File: src/hdl/ahs_pkg.sv
package ahs_pkg;

  // ****************************************************************
  // Register map (byte addresses, one word each)
  // ****************************************************************
  localparam logic [7:0] MODE_SEL_ADDR = 8'h00;
  localparam logic [7:0] CTRL_ADDR = 8'h04;
  localparam logic [7:0] STATUS_ADDR = 8'h08;
  localparam logic [7:0] OFFSET_ADDR = 8'h0c;
  localparam logic [7:0] METHOD_ADDR = 8'h10;
  localparam logic [7:0] SW_SPEED_ADDR = 8'h14;
  localparam logic [7:0] IDX_SPEED_ADDR = 8'h18;
  localparam logic [7:0] ACCEL_ADDR = 8'h1c;
  localparam logic [7:0] TOL_ADDR = 8'h20;
  localparam logic [7:0] BLK_CUR_ADDR = 8'h24;
  localparam logic [7:0] BLK_DUR_ADDR = 8'h28;
  localparam logic [7:0] POS_ADDR = 8'h2c;
  localparam logic [7:0] DRIVE_ADDR = 8'h30;

  // ****************************************************************
  // Fields and values
  // ****************************************************************
  localparam logic [7:0] HOMING_MODE = 8'h06;
  localparam int CTRL_START_BIT = 4;
  localparam int ST_B10 = 10;
  localparam int ST_B12 = 12;
  localparam int ST_B13 = 13;
  localparam int DRV_CLOSED_LOOP_BIT = 0;
  localparam int DRV_OP_ENABLED_BIT = 1;

  // Status codes on bits 13,12,10
  localparam logic [2:0] ST_RUNNING = 3'h0;
  localparam logic [2:0] ST_IDLE = 3'h1;
  localparam logic [2:0] ST_CONFIRMED = 3'h2;
  localparam logic [2:0] ST_DONE = 3'h3;
  localparam logic [2:0] ST_ERR_MOVING = 3'h4;
  localparam logic [2:0] ST_ERR_STILL = 3'h5;

  // Method numbers used in the decoder
  localparam int M_IDX_LAST = 14;
  localparam int M_NOIDX_FIRST = 17;
  localparam int M_NOIDX_LAST = 30;
  localparam int M_IDX_ONLY_LO = 33;
  localparam int M_IDX_ONLY_HI = 34;
  localparam int M_PRESENT = 35;

  // ****************************************************************
  // Timing
  // ****************************************************************
  localparam int CLK_HZ = 125_000_000;
  localparam int MS_PER_S = 1000;
  localparam int CYCLES_PER_MS = CLK_HZ / MS_PER_S;

  typedef enum logic [2:0] {
    AHS_IDLE = 3'b000,
    AHS_SEARCH_SW = 3'b001,
    AHS_SEARCH_IDX = 3'b010,
    AHS_PUSH = 3'b011,
    AHS_STOPPING = 3'b100,
    AHS_DONE = 3'b101,
    AHS_FAULT = 3'b110
  } ahs_state_t;

endpackage : ahs_pkg

File: src/hdl/ahs_homing.sv
// The register addresses and the Wishbone register port were chosen for this implementation.
`timescale 1ns/1ns
module ahs_homing (
  input wire logic clk_i,
  input wire logic rst_i,
  input wire logic [7:0] wb_adr_i,
  input wire logic [31:0] wb_dat_i,
  output logic [31:0] wb_dat_o,
  input wire logic wb_we_i,
  input wire logic [3:0] wb_sel_i,
  input wire logic wb_cyc_i,
  input wire logic wb_stb_i,
  output logic wb_ack_o,
  input wire logic neg_limit_i,
  input wire logic pos_limit_i,
  input wire logic home_sw_i,
  input wire logic index_i,
  input wire logic [15:0] motor_current_i,
  input wire logic standstill_i,
  input wire logic [31:0] pos_delta_i,
  input wire logic pos_step_i,
  output logic [31:0] speed_cmd_o,
  output logic [31:0] accel_cmd_o,
  output logic dir_neg_o,
  output logic move_o,
  output logic fault_o
);

  // ****************************************************************
  // Registers
  // ****************************************************************
  logic [7:0] mode_q;
  logic [15:0] ctrl_q;
  logic [31:0] offset_q;
  logic [7:0] method_q;
  logic [31:0] sw_speed_q;
  logic [31:0] idx_speed_q;
  logic [31:0] accel_q;
  logic [31:0] tol_q;
  logic [15:0] blk_cur_q;
  logic [15:0] blk_dur_q;
  logic [1:0] drive_q;
  logic [31:0] pos_q;
  logic [2:0] code_q;
  ahs_pkg::ahs_state_t state_q;
  logic err_q;
  logic [31:0] over_q;
  logic [16:0] ms_cnt_q;
  logic [15:0] ms_q;
  logic dir_q;
  logic phase_edge_q;

  // Input synchronisers (first stage read only by second)
  logic [4:0] sync1_q;
  logic [4:0] sync2_q;
  logic [4:0] sync3_q;
  always_ff @(posedge clk_i) begin
    if (rst_i) begin
      sync1_q <= 5'h00;
      sync2_q <= 5'h00;
      sync3_q <= 5'h00;
    end else begin
      sync1_q <= {standstill_i, index_i, home_sw_i, pos_limit_i, neg_limit_i};
      sync2_q <= sync1_q;
      sync3_q <= sync2_q;
    end
  end
  logic nlim, plim, home, still, idx_rise, home_edge;
  assign nlim = sync2_q[0];
  assign plim = sync2_q[1];
  assign home = sync2_q[2];
  assign still = sync2_q[4];
  assign idx_rise = sync2_q[3] & ~sync3_q[3];
  assign home_edge = sync2_q[2] ^ sync3_q[2];

  // ****************************************************************
  // Method decoder
  // ****************************************************************
  logic signed [7:0] meth_s;
  logic [7:0] mabs;
  logic blk, legal, use_idx, use_limit, limit_pos, idx_only, present;
  logic left_edge_ref;
  assign meth_s = method_q;
  assign blk = meth_s < 0;
  assign mabs = blk ? 8'(-meth_s) : method_q;
  logic [7:0] base;
  // Non-index methods 17-30 map to the same profile as 1-14
  assign base = (mabs >= 8'(ahs_pkg::M_NOIDX_FIRST) && mabs <= 8'(ahs_pkg::M_NOIDX_LAST)) ? mabs - 8'd16 : mabs;
  assign use_idx = (mabs <= 8'(ahs_pkg::M_IDX_LAST)) || idx_only;
  assign idx_only = (mabs == 8'(ahs_pkg::M_IDX_ONLY_LO)) || (mabs == 8'(ahs_pkg::M_IDX_ONLY_HI));
  assign present = mabs == 8'(ahs_pkg::M_PRESENT);
  assign use_limit = (base == 8'd1) || (base == 8'd2);
  assign limit_pos = base == 8'd2;
  // Left edge is 3,4; right is 5,6
  assign left_edge_ref = (base == 8'd3) || (base == 8'd4);
  always_comb begin
    if (blk) begin
      legal = drive_q[ahs_pkg::DRV_CLOSED_LOOP_BIT] &&
              ((base == 8'd1) || (base == 8'd2) || (base >= 8'd7 && base <= 8'd14));
    end else begin
      legal = (base >= 8'd1 && base <= 8'd14) || idx_only || present;
    end
  end
  // 7-10 positive side first, 11-14 negative
  logic start_neg;
  always_comb begin
    if (use_limit) begin
      start_neg = ~limit_pos;
    end else if (base >= 8'd7 && base <= 8'd14) begin
      start_neg = base >= 8'd11;
    end else if (idx_only) begin
      start_neg = mabs == 8'(ahs_pkg::M_IDX_ONLY_LO);
    end else begin
      start_neg = base[0];
    end
  end

  // ****************************************************************
  // Control
  // ****************************************************************
  logic start, run_ok, limit_hit, ref_hit;
  // Bit 4 starts and holds the run, only while the mode register holds HOMING_MODE (6)
  assign start = (mode_q == ahs_pkg::HOMING_MODE) && ctrl_q[ahs_pkg::CTRL_START_BIT];
  assign run_ok = present || drive_q[ahs_pkg::DRV_OP_ENABLED_BIT];
  assign limit_hit = dir_q ? nlim : plim;
  assign ref_hit = blk ? (motor_current_i > blk_cur_q) : (use_limit ? limit_hit : home_edge);

  // Millisecond tick for push period
  logic ms_tick;
  assign ms_tick = ms_cnt_q == 17'(ahs_pkg::CYCLES_PER_MS - 1);
  always_ff @(posedge clk_i) begin
    if (rst_i || state_q != ahs_pkg::AHS_PUSH) begin
      ms_cnt_q <= 17'h0_0000;
      ms_q <= 16'h0000;
    end else if (ms_tick) begin
      ms_cnt_q <= 17'h0_0000;
      ms_q <= ms_q + 16'h0001;
    end else begin
      ms_cnt_q <= ms_cnt_q + 17'h0_0001;
    end
  end

  // Homing state machine
  always_ff @(posedge clk_i) begin
    if (rst_i) begin
      state_q <= ahs_pkg::AHS_IDLE;
      dir_q <= 1'b0;
      err_q <= 1'b0;
      phase_edge_q <= 1'b0;
    end else if (!start) begin
      state_q <= ahs_pkg::AHS_IDLE;
      err_q <= 1'b0;
    end else if (over_q > tol_q && state_q != ahs_pkg::AHS_IDLE && state_q != ahs_pkg::AHS_DONE) begin
      state_q <= ahs_pkg::AHS_FAULT;
      err_q <= 1'b1;
    end else begin
      case (state_q)
        ahs_pkg::AHS_IDLE: begin
          if (!legal || !run_ok) begin
            state_q <= ahs_pkg::AHS_STOPPING;
            err_q <= 1'b1;
          end else if (present) begin
            state_q <= ahs_pkg::AHS_DONE;
          end else begin
            dir_q <= start_neg;
            phase_edge_q <= 1'b0;
            state_q <= idx_only ? ahs_pkg::AHS_SEARCH_IDX : ahs_pkg::AHS_SEARCH_SW;
          end
        end
        ahs_pkg::AHS_SEARCH_SW: begin
          if (ref_hit) begin
            if (blk) begin
              state_q <= ahs_pkg::AHS_PUSH;
            end else if (!use_limit && left_edge_ref == home && !phase_edge_q) begin
              phase_edge_q <= 1'b1;
            end else begin
              dir_q <= ~dir_q;
              state_q <= use_idx ? ahs_pkg::AHS_SEARCH_IDX : ahs_pkg::AHS_STOPPING;
            end
          end else if (!blk && !use_limit && limit_hit) begin
            dir_q <= ~dir_q;
          end
        end
        ahs_pkg::AHS_PUSH: begin
          if (ms_q >= blk_dur_q) begin
            dir_q <= ~dir_q;
            state_q <= use_idx ? ahs_pkg::AHS_SEARCH_IDX : ahs_pkg::AHS_STOPPING;
          end
        end
        ahs_pkg::AHS_SEARCH_IDX: begin
          if (idx_rise) begin
            state_q <= ahs_pkg::AHS_STOPPING;
          end
        end
        ahs_pkg::AHS_STOPPING: begin
          if (still) begin
            state_q <= err_q ? ahs_pkg::AHS_FAULT : ahs_pkg::AHS_DONE;
          end
        end
        ahs_pkg::AHS_DONE: state_q <= ahs_pkg::AHS_DONE;
        ahs_pkg::AHS_FAULT: err_q <= 1'b1;
        default: state_q <= ahs_pkg::AHS_IDLE;
      endcase
    end
  end

  // Overtravel after a limit is reached
  always_ff @(posedge clk_i) begin
    if (rst_i || !(plim || nlim)) begin
      over_q <= 32'h0000_0000;
    end else if (pos_step_i) begin
      over_q <= over_q + (pos_delta_i[31] ? -pos_delta_i : pos_delta_i);
    end
  end

  // Load offset on success, else track travel
  always_ff @(posedge clk_i) begin
    if (rst_i) begin
      pos_q <= 32'h0000_0000;
    end else if (start && ((state_q == ahs_pkg::AHS_STOPPING && still && !err_q) ||
                           (state_q == ahs_pkg::AHS_IDLE && present && legal))) begin
      pos_q <= offset_q;
    end else if (pos_step_i) begin
      pos_q <= pos_q + pos_delta_i;
    end
  end

  always_ff @(posedge clk_i) begin
    if (rst_i) begin
      code_q <= ahs_pkg::ST_IDLE;
    end else begin
      case (state_q)
        ahs_pkg::AHS_IDLE: code_q <= ahs_pkg::ST_IDLE;
        ahs_pkg::AHS_STOPPING: code_q <= err_q ? ahs_pkg::ST_ERR_MOVING : ahs_pkg::ST_CONFIRMED;
        ahs_pkg::AHS_DONE: code_q <= start ? ahs_pkg::ST_DONE : ahs_pkg::ST_IDLE;
        ahs_pkg::AHS_FAULT: code_q <= still ? ahs_pkg::ST_ERR_STILL : ahs_pkg::ST_ERR_MOVING;
        default: code_q <= ahs_pkg::ST_RUNNING;
      endcase
    end
  end

  always_ff @(posedge clk_i) begin
    if (rst_i) begin
      speed_cmd_o <= 32'h0000_0000;
      accel_cmd_o <= 32'h0000_0000;
      dir_neg_o <= 1'b0;
      move_o <= 1'b0;
      fault_o <= 1'b0;
    end else begin
      speed_cmd_o <= (state_q == ahs_pkg::AHS_SEARCH_IDX) ? idx_speed_q : sw_speed_q;
      accel_cmd_o <= accel_q;
      dir_neg_o <= dir_q;
      move_o <= start && (state_q == ahs_pkg::AHS_SEARCH_SW || state_q == ahs_pkg::AHS_SEARCH_IDX ||
                          state_q == ahs_pkg::AHS_PUSH);
      fault_o <= state_q == ahs_pkg::AHS_FAULT;
    end
  end

  // ****************************************************************
  // Wishbone slave: one-cycle ack
  // ****************************************************************
  logic wr;
  assign wr = wb_cyc_i && wb_stb_i && wb_we_i && !wb_ack_o;
  always_ff @(posedge clk_i) begin
    if (rst_i) begin
      wb_ack_o <= 1'b0;
    end else begin
      wb_ack_o <= wb_cyc_i && wb_stb_i && !wb_ack_o;
    end
  end

  // Register writes need all four byte lanes; narrow registers keep the low bits
  always_ff @(posedge clk_i) begin
    if (rst_i) begin
      mode_q <= 8'h00;
      ctrl_q <= 16'h0000;
      offset_q <= 32'h0000_0000;
      method_q <= 8'h00;
      sw_speed_q <= 32'h0000_0000;
      idx_speed_q <= 32'h0000_0000;
      accel_q <= 32'h0000_0000;
      tol_q <= 32'h0000_0000;
      blk_cur_q <= 16'h0000;
      blk_dur_q <= 16'h0000;
      drive_q <= 2'h0;
    end else if (wr && wb_sel_i == 4'hf) begin
      case (wb_adr_i)
        ahs_pkg::MODE_SEL_ADDR: mode_q <= wb_dat_i[7:0];
        ahs_pkg::CTRL_ADDR: ctrl_q <= wb_dat_i[15:0];
        ahs_pkg::OFFSET_ADDR: offset_q <= wb_dat_i;
        ahs_pkg::METHOD_ADDR: method_q <= wb_dat_i[7:0];
        ahs_pkg::SW_SPEED_ADDR: sw_speed_q <= wb_dat_i;
        ahs_pkg::IDX_SPEED_ADDR: idx_speed_q <= wb_dat_i;
        ahs_pkg::ACCEL_ADDR: accel_q <= wb_dat_i;
        ahs_pkg::TOL_ADDR: tol_q <= wb_dat_i;
        ahs_pkg::BLK_CUR_ADDR: blk_cur_q <= wb_dat_i[15:0];
        ahs_pkg::BLK_DUR_ADDR: blk_dur_q <= wb_dat_i[15:0];
        ahs_pkg::DRIVE_ADDR: drive_q <= wb_dat_i[1:0];
        default: drive_q <= drive_q;
      endcase
    end
  end

  // Read mux, unmapped reads zero
  always_ff @(posedge clk_i) begin
    if (rst_i) begin
      wb_dat_o <= 32'h0000_0000;
    end else begin
      case (wb_adr_i)
        ahs_pkg::MODE_SEL_ADDR: wb_dat_o <= {24'h00_0000, mode_q};
        ahs_pkg::CTRL_ADDR: wb_dat_o <= {16'h0000, ctrl_q};
        ahs_pkg::STATUS_ADDR: begin
          wb_dat_o <= 32'h0000_0000;
          wb_dat_o[ahs_pkg::ST_B13] <= code_q[2];
          wb_dat_o[ahs_pkg::ST_B12] <= code_q[1];
          wb_dat_o[ahs_pkg::ST_B10] <= code_q[0];
        end
        ahs_pkg::OFFSET_ADDR: wb_dat_o <= offset_q;
        ahs_pkg::METHOD_ADDR: wb_dat_o <= {24'h00_0000, method_q};
        ahs_pkg::SW_SPEED_ADDR: wb_dat_o <= sw_speed_q;
        ahs_pkg::IDX_SPEED_ADDR: wb_dat_o <= idx_speed_q;
        ahs_pkg::ACCEL_ADDR: wb_dat_o <= accel_q;
        ahs_pkg::TOL_ADDR: wb_dat_o <= tol_q;
        ahs_pkg::BLK_CUR_ADDR: wb_dat_o <= {16'h0000, blk_cur_q};
        ahs_pkg::BLK_DUR_ADDR: wb_dat_o <= {16'h0000, blk_dur_q};
        ahs_pkg::POS_ADDR: wb_dat_o <= pos_q;
        ahs_pkg::DRIVE_ADDR: wb_dat_o <= {30'h0000_0000, drive_q};
        default: wb_dat_o <= 32'h0000_0000;
      endcase
    end
  end

endmodule : ahs_homing

File: config.mk
export PLATFORM = sky130hd
export DESIGN_NAME = ahs_homing
export DESIGN_NICKNAME = d
export VERILOG_FILES = /design/src/hdl/ahs_pkg.sv /design/src/hdl/ahs_homing.sv
export SDC_FILE = /design/constraint.sdc
export NUM_CORES = 1
export LEC_CHECK = 0
export BUFFER_PORTS_ARGS = -buffer_cell sky130_fd_sc_hd__buf_4
export CORE_UTILIZATION = 40
export DETAILED_ROUTE_END_ITERATION = 10
export SLEW_MARGIN = 20
export SYNTH_ARGS = -nofsm -noshare
export SYNTH_HDL_FRONTEND = slang
export SYNTH_SLANG_ARGS = --single-unit
File: constraint.sdc
create_clock -name clk_i -period 5.2 [get_ports clk_i]
set_input_delay 0.52 -clock clk_i [delete_from_list [all_inputs] [get_ports clk_i]]
set_output_delay 0.52 -clock clk_i [all_outputs]
set_load 0.01 [all_outputs]
==> results.sh <==
export IMPL_die_y_um=241.6
export IMPL_critical_path_max_fanout=7
export IMPL_synthTopCellsByArea="sky130_fd_sc_hd__dfxtp_1 (39%), sky130_fd_sc_hd__nand2_1 (10%), sky130_fd_sc_hd__a21oi_1 (7.5%)"
export IMPL_finalCoreUtilization=0.4761
export IMPL_cts_tree="built"
export IMPL_post_cts_resize_count=0
export IMPL_total_switching_power_uw=2147
export IMPL_fillCellCount=5558
export IMPL_clock_sink_count=444
export IMPL_detail_route_wirelength_um=80790
export IMPL_synth_common_cells="sky130_fd_sc_hd__nand2_1 (617), sky130_fd_sc_hd__dfxtp_1 (444), sky130_fd_sc_hd__a21oi_1 (344)"
export IMPL_floorplan_die_area_mm2=0.05836
export IMPL_via_per_inst=5.762
export IMPL_htree_num_levels=2
export IMPL_finalHoldViolCount=0
export IMPL_yosys_area_share_adder=0.07585
export IMPL_synthesis_area_mm2=0.02296
export IMPL_synth_seq_cells=444
export IMPL_final_min_period_over_clock_period=0.8330
export IMPL_route_detailed_wl_per_inst_um=21.24
export IMPL_holdBufCountCts=0
export IMPL_clockRootBuffer="sky130_fd_sc_hd__clkbuf_16"
export IMPL_final_cell_count_no_fill=3803
export IMPL_route_antenna_remaining_nets=0
export IMPL_synthesis_nets=3120
export IMPL_cp_data_arrival_time_ns=4.87
export IMPL_setup_violations_final=0
export IMPL_critPathLaunchType="input port"
export IMPL_drt_pre_antenna_iters=6
export IMPL_grt_overflow_total=0
export IMPL_vias_in_the_first_global_route=21013
export IMPL_coreArea_mm2=0.05660
export IMPL_power_leakage_uw=0.01007
export IMPL_drc=0
export IMPL_pre_cts_ws_ns=0.3756
export IMPL_port_buffer_count=202
export IMPL_cts_setup_buffers=0
export IMPL_clock_fmax_ghz=0.2309
export IMPL_synth_warnings=0
export IMPL_rsz0062_at_grt="no"
export IMPL_power_density_mw_per_mm2=313.8
export IMPL_number_of_antenna_violations_at_the_first_check_in_global_routing=5
export IMPL_floorplan_io_pins=203
export IMPL_netlist_cell_type_count=86
export IMPL_via_count=21914
export IMPL_critical_path_reg2reg_startpoint="meth_s[0]"
export IMPL_clock_latency_ns=0.61
export IMPL_multi_input_combinational_cell_area_mm2=0.01306
export IMPL_floorplan_die_width_um=241.6
export IMPL_critPathCaptureType="register"
export IMPL_area_growth_synth_to_final_pct=17.37
export IMPL_groute_usage_overall=0.2687
export IMPL_worst_slack_ns=0.8685
export IMPL_ys_seq_area_frac=0.3871
export IMPL_netSwitchingFraction=0.2538
export IMPL_fraction_of_the_mapped_netlist_area_in_compound_gates=0.2213
export IMPL_maxSlewHeadroom=0.2606
export IMPL_clk_pin_slew_worst_paths_ns=0.06
export IMPL_holdCritStartpoint="home_sw_i"
export IMPL_initialDrtViolationCount=1999
export IMPL_layout_drive_gt1_share=0.1209
export IMPL_worst_endpoint_required_time_ns=5.73
export IMPL_run_status="completed"
export IMPL_numPlacedInstances=3709
export IMPL_async_reset_ff_frac=0
export IMPL_dp_wirelength_um=58950
export IMPL_max_slew_worst_pin_slew_ns=1.106
export IMPL_cts_buffers_inserted=50
export IMPL_initial_utilization=0.4056
export IMPL_synth_edf_count=0
export IMPL_post_synthesis_instance_total=2879
export IMPL_register_area_mm2=0.008889
export IMPL_post_synth_mux_area_share=0.02463
export IMPL_fin_tns_setup_ns=0
export IMPL_synth_main_ff_cell="sky130_fd_sc_hd__dfxtp_1"
export IMPL_cell_internal_pwr_uw=6310
export IMPL_cp_startpoint="pos_delta_i[3]"
export IMPL_fin_crit_ns=4.331
export IMPL_pwr_share_clk=0.468
export IMPL_comb_power_share=0.114
export IMPL_finalClockSkew_ns=0.02445
export IMPL_placementRows=87
export IMPL_final_net_count=3246
export IMPL_gp_routability_congestion=0.9571
export IMPL_sequentialPowerShare=0.417
export IMPL_most_numerous_cell_in_the_yosys_netlist="sky130_fd_sc_hd__nand2_1"
export IMPL_max_clock_path_buffers=3
export IMPL_netlist_area_leader_share=0.3871
export IMPL_total_power_uw=8457
export IMPL_cap_violations=0
export IMPL_maximum_number_of_pins_on_one_net_before_global_route_repair=86
export IMPL_synthSimpleGateAreaFrac=0.2022
export IMPL_syn_area_per_cell_um2=7.975
export IMPL_wire_length_of_the_first_global_routing_pass_um=122700
export IMPL_synth_area_leader_cell="sky130_fd_sc_hd__dfxtp_1"
export IMPL_post_synthesis_share_of_cell_area_spent_on_xor_and_xnor_gates=0.04191
export IMPL_synth_top_family_by_area="compound AO/OA/AOI/OAI gates"
export IMPL_report_final_slew_viol_count=0
export IMPL_min_path_type="input port to register"
export IMPL_timing_worst_setup_path_type="input port to register"
export IMPL_max_vdd_ir_drop_v=0.0002679
==> final timing paths <==
path                     end  slack, ns  cells past startpoint
setup / recovery  over_q[28]       0.87                     19
hold reg to reg   sync2_q[3]       0.44                      1
setup reg to reg    pos_q[3]       0.96                     12
hold / removal    sync1_q[2]       0.13                      2
==> kinds of logic after synthesis <==
group           Yosys count
compound gates          795
xor+xnor                109
fa+ha+maj               138
buf+inv                 271
flops                   444
mux                      56
simple gates           1066
==> worst max-delay path, stage by stage <==
cell,delay [ns]
sky130_fd_sc_hd__buf_4,0.13
sky130_fd_sc_hd__nor3_1,0.28
sky130_fd_sc_hd__nand2b_1,0.13
sky130_fd_sc_hd__nor3_1,0.24
sky130_fd_sc_hd__nand2_1,0.10
sky130_fd_sc_hd__or2_2,0.32
sky130_fd_sc_hd__o41ai_1,0.32
sky130_fd_sc_hd__xnor2_1,0.19
sky130_fd_sc_hd__ha_1,0.31
sky130_fd_sc_hd__a211o_1,0.21
sky130_fd_sc_hd__nor2_1,0.07
sky130_fd_sc_hd__or4b_2,0.63
sky130_fd_sc_hd__o21a_1,0.24
sky130_fd_sc_hd__o21ai_0,0.30
sky130_fd_sc_hd__a211oi_1,0.13
sky130_fd_sc_hd__nor2b_1,0.18
sky130_fd_sc_hd__a21oi_1,0.10
sky130_fd_sc_hd__or4_1,0.40
sky130_fd_sc_hd__nand3_1,0.07
==> layout make-up <==
class / instances / area share
Multi-Input combinational cell: 2164 / 0.4846
Sequential cell: 444 / 0.3298
Timing Repair Buffer: 242 / 0.06769
Clock buffer: 62 / 0.05033
Tap cell: 756 / 0.03510
Clock inverter: 28 / 0.01774
Inverter: 103 / 0.01435
Antenna cell: 4 / 0.0003714
==> layer usage <==
metal | GRT usage | routed length (um)
met1 | 0.3340 | 33050
met2 | 0.4505 | 38250
met3 | 0.03674 | 5111
met4 | 0.1429 | 4365
met5 | 0 | 15
==> stage by stage <==
step / cell area, um2 / hold slack (ns)
global placement: 25100 / 0.4234
global route: 26950 / 0.1145
floorplan: 22960 / 0.4046
finish: 26950 / 0.1275
CTS: 26940 / 0.1107
detailed placement: 25100 / 0.4279
==> power groups by stage <==
stage	Clock, uW	Combinational (uW)	Sequential [uW]
2_1_floorplan	0	684	3560
3_3_place_gp	0	940	3610
3_5_place_dp	0	951	3610
4_1_cts	4010	957	3530
5_1_grt	4140	1070	3530
6_report	3960	966	3530
==> placed cells by master, fill, tap and decap left out, types with 13 or more instances in the layout <==
cell                          n
sky130_fd_sc_hd__o21a_1      13
sky130_fd_sc_hd__a31oi_1     43
sky130_fd_sc_hd__xor2_1      37
sky130_fd_sc_hd__o21ai_0     75
sky130_fd_sc_hd__mux2i_1     52
sky130_fd_sc_hd__nor3_1      38
sky130_fd_sc_hd__nand2_1    617
sky130_fd_sc_hd__clkbuf_16   50
sky130_fd_sc_hd__a221oi_1    32
sky130_fd_sc_hd__a21o_1      43
sky130_fd_sc_hd__buf_4      241
sky130_fd_sc_hd__a211oi_1    45
sky130_fd_sc_hd__or3_1       19
sky130_fd_sc_hd__nand4_1     22
sky130_fd_sc_hd__nor2b_1     64
sky130_fd_sc_hd__a22oi_1     59
sky130_fd_sc_hd__o31ai_1     16
sky130_fd_sc_hd__dfxtp_1    444
sky130_fd_sc_hd__a22o_1      32
sky130_fd_sc_hd__xnor2_1     71
sky130_fd_sc_hd__ha_1       136
sky130_fd_sc_hd__nor2_1     171
sky130_fd_sc_hd__nand2b_1    19
sky130_fd_sc_hd__inv_1      103
sky130_fd_sc_hd__nand3_1     36
sky130_fd_sc_hd__a21oi_1    344
==> sequential cells by signal, summed over array words and instances, names as in the netlist, 2 cells and up <==
register     flops
accel_cmd_o     32
mode_q           8
speed_cmd_o     32
meth_s           8
idx_speed_q     32
wb_dat_o        32
drive_q          2
ms_cnt_q        17
ms_q            16
tol_q           32
accel_q         32
sync1_q          5
over_q          32
offset_q        32
blk_cur_q       16
state_q          3
sync2_q          5
blk_dur_q       16
sw_speed_q      32
sync3_q          2
code_q           3
pos_q           32
ctrl_q          16
Note: power is estimated with default switching activity, not from simulation.
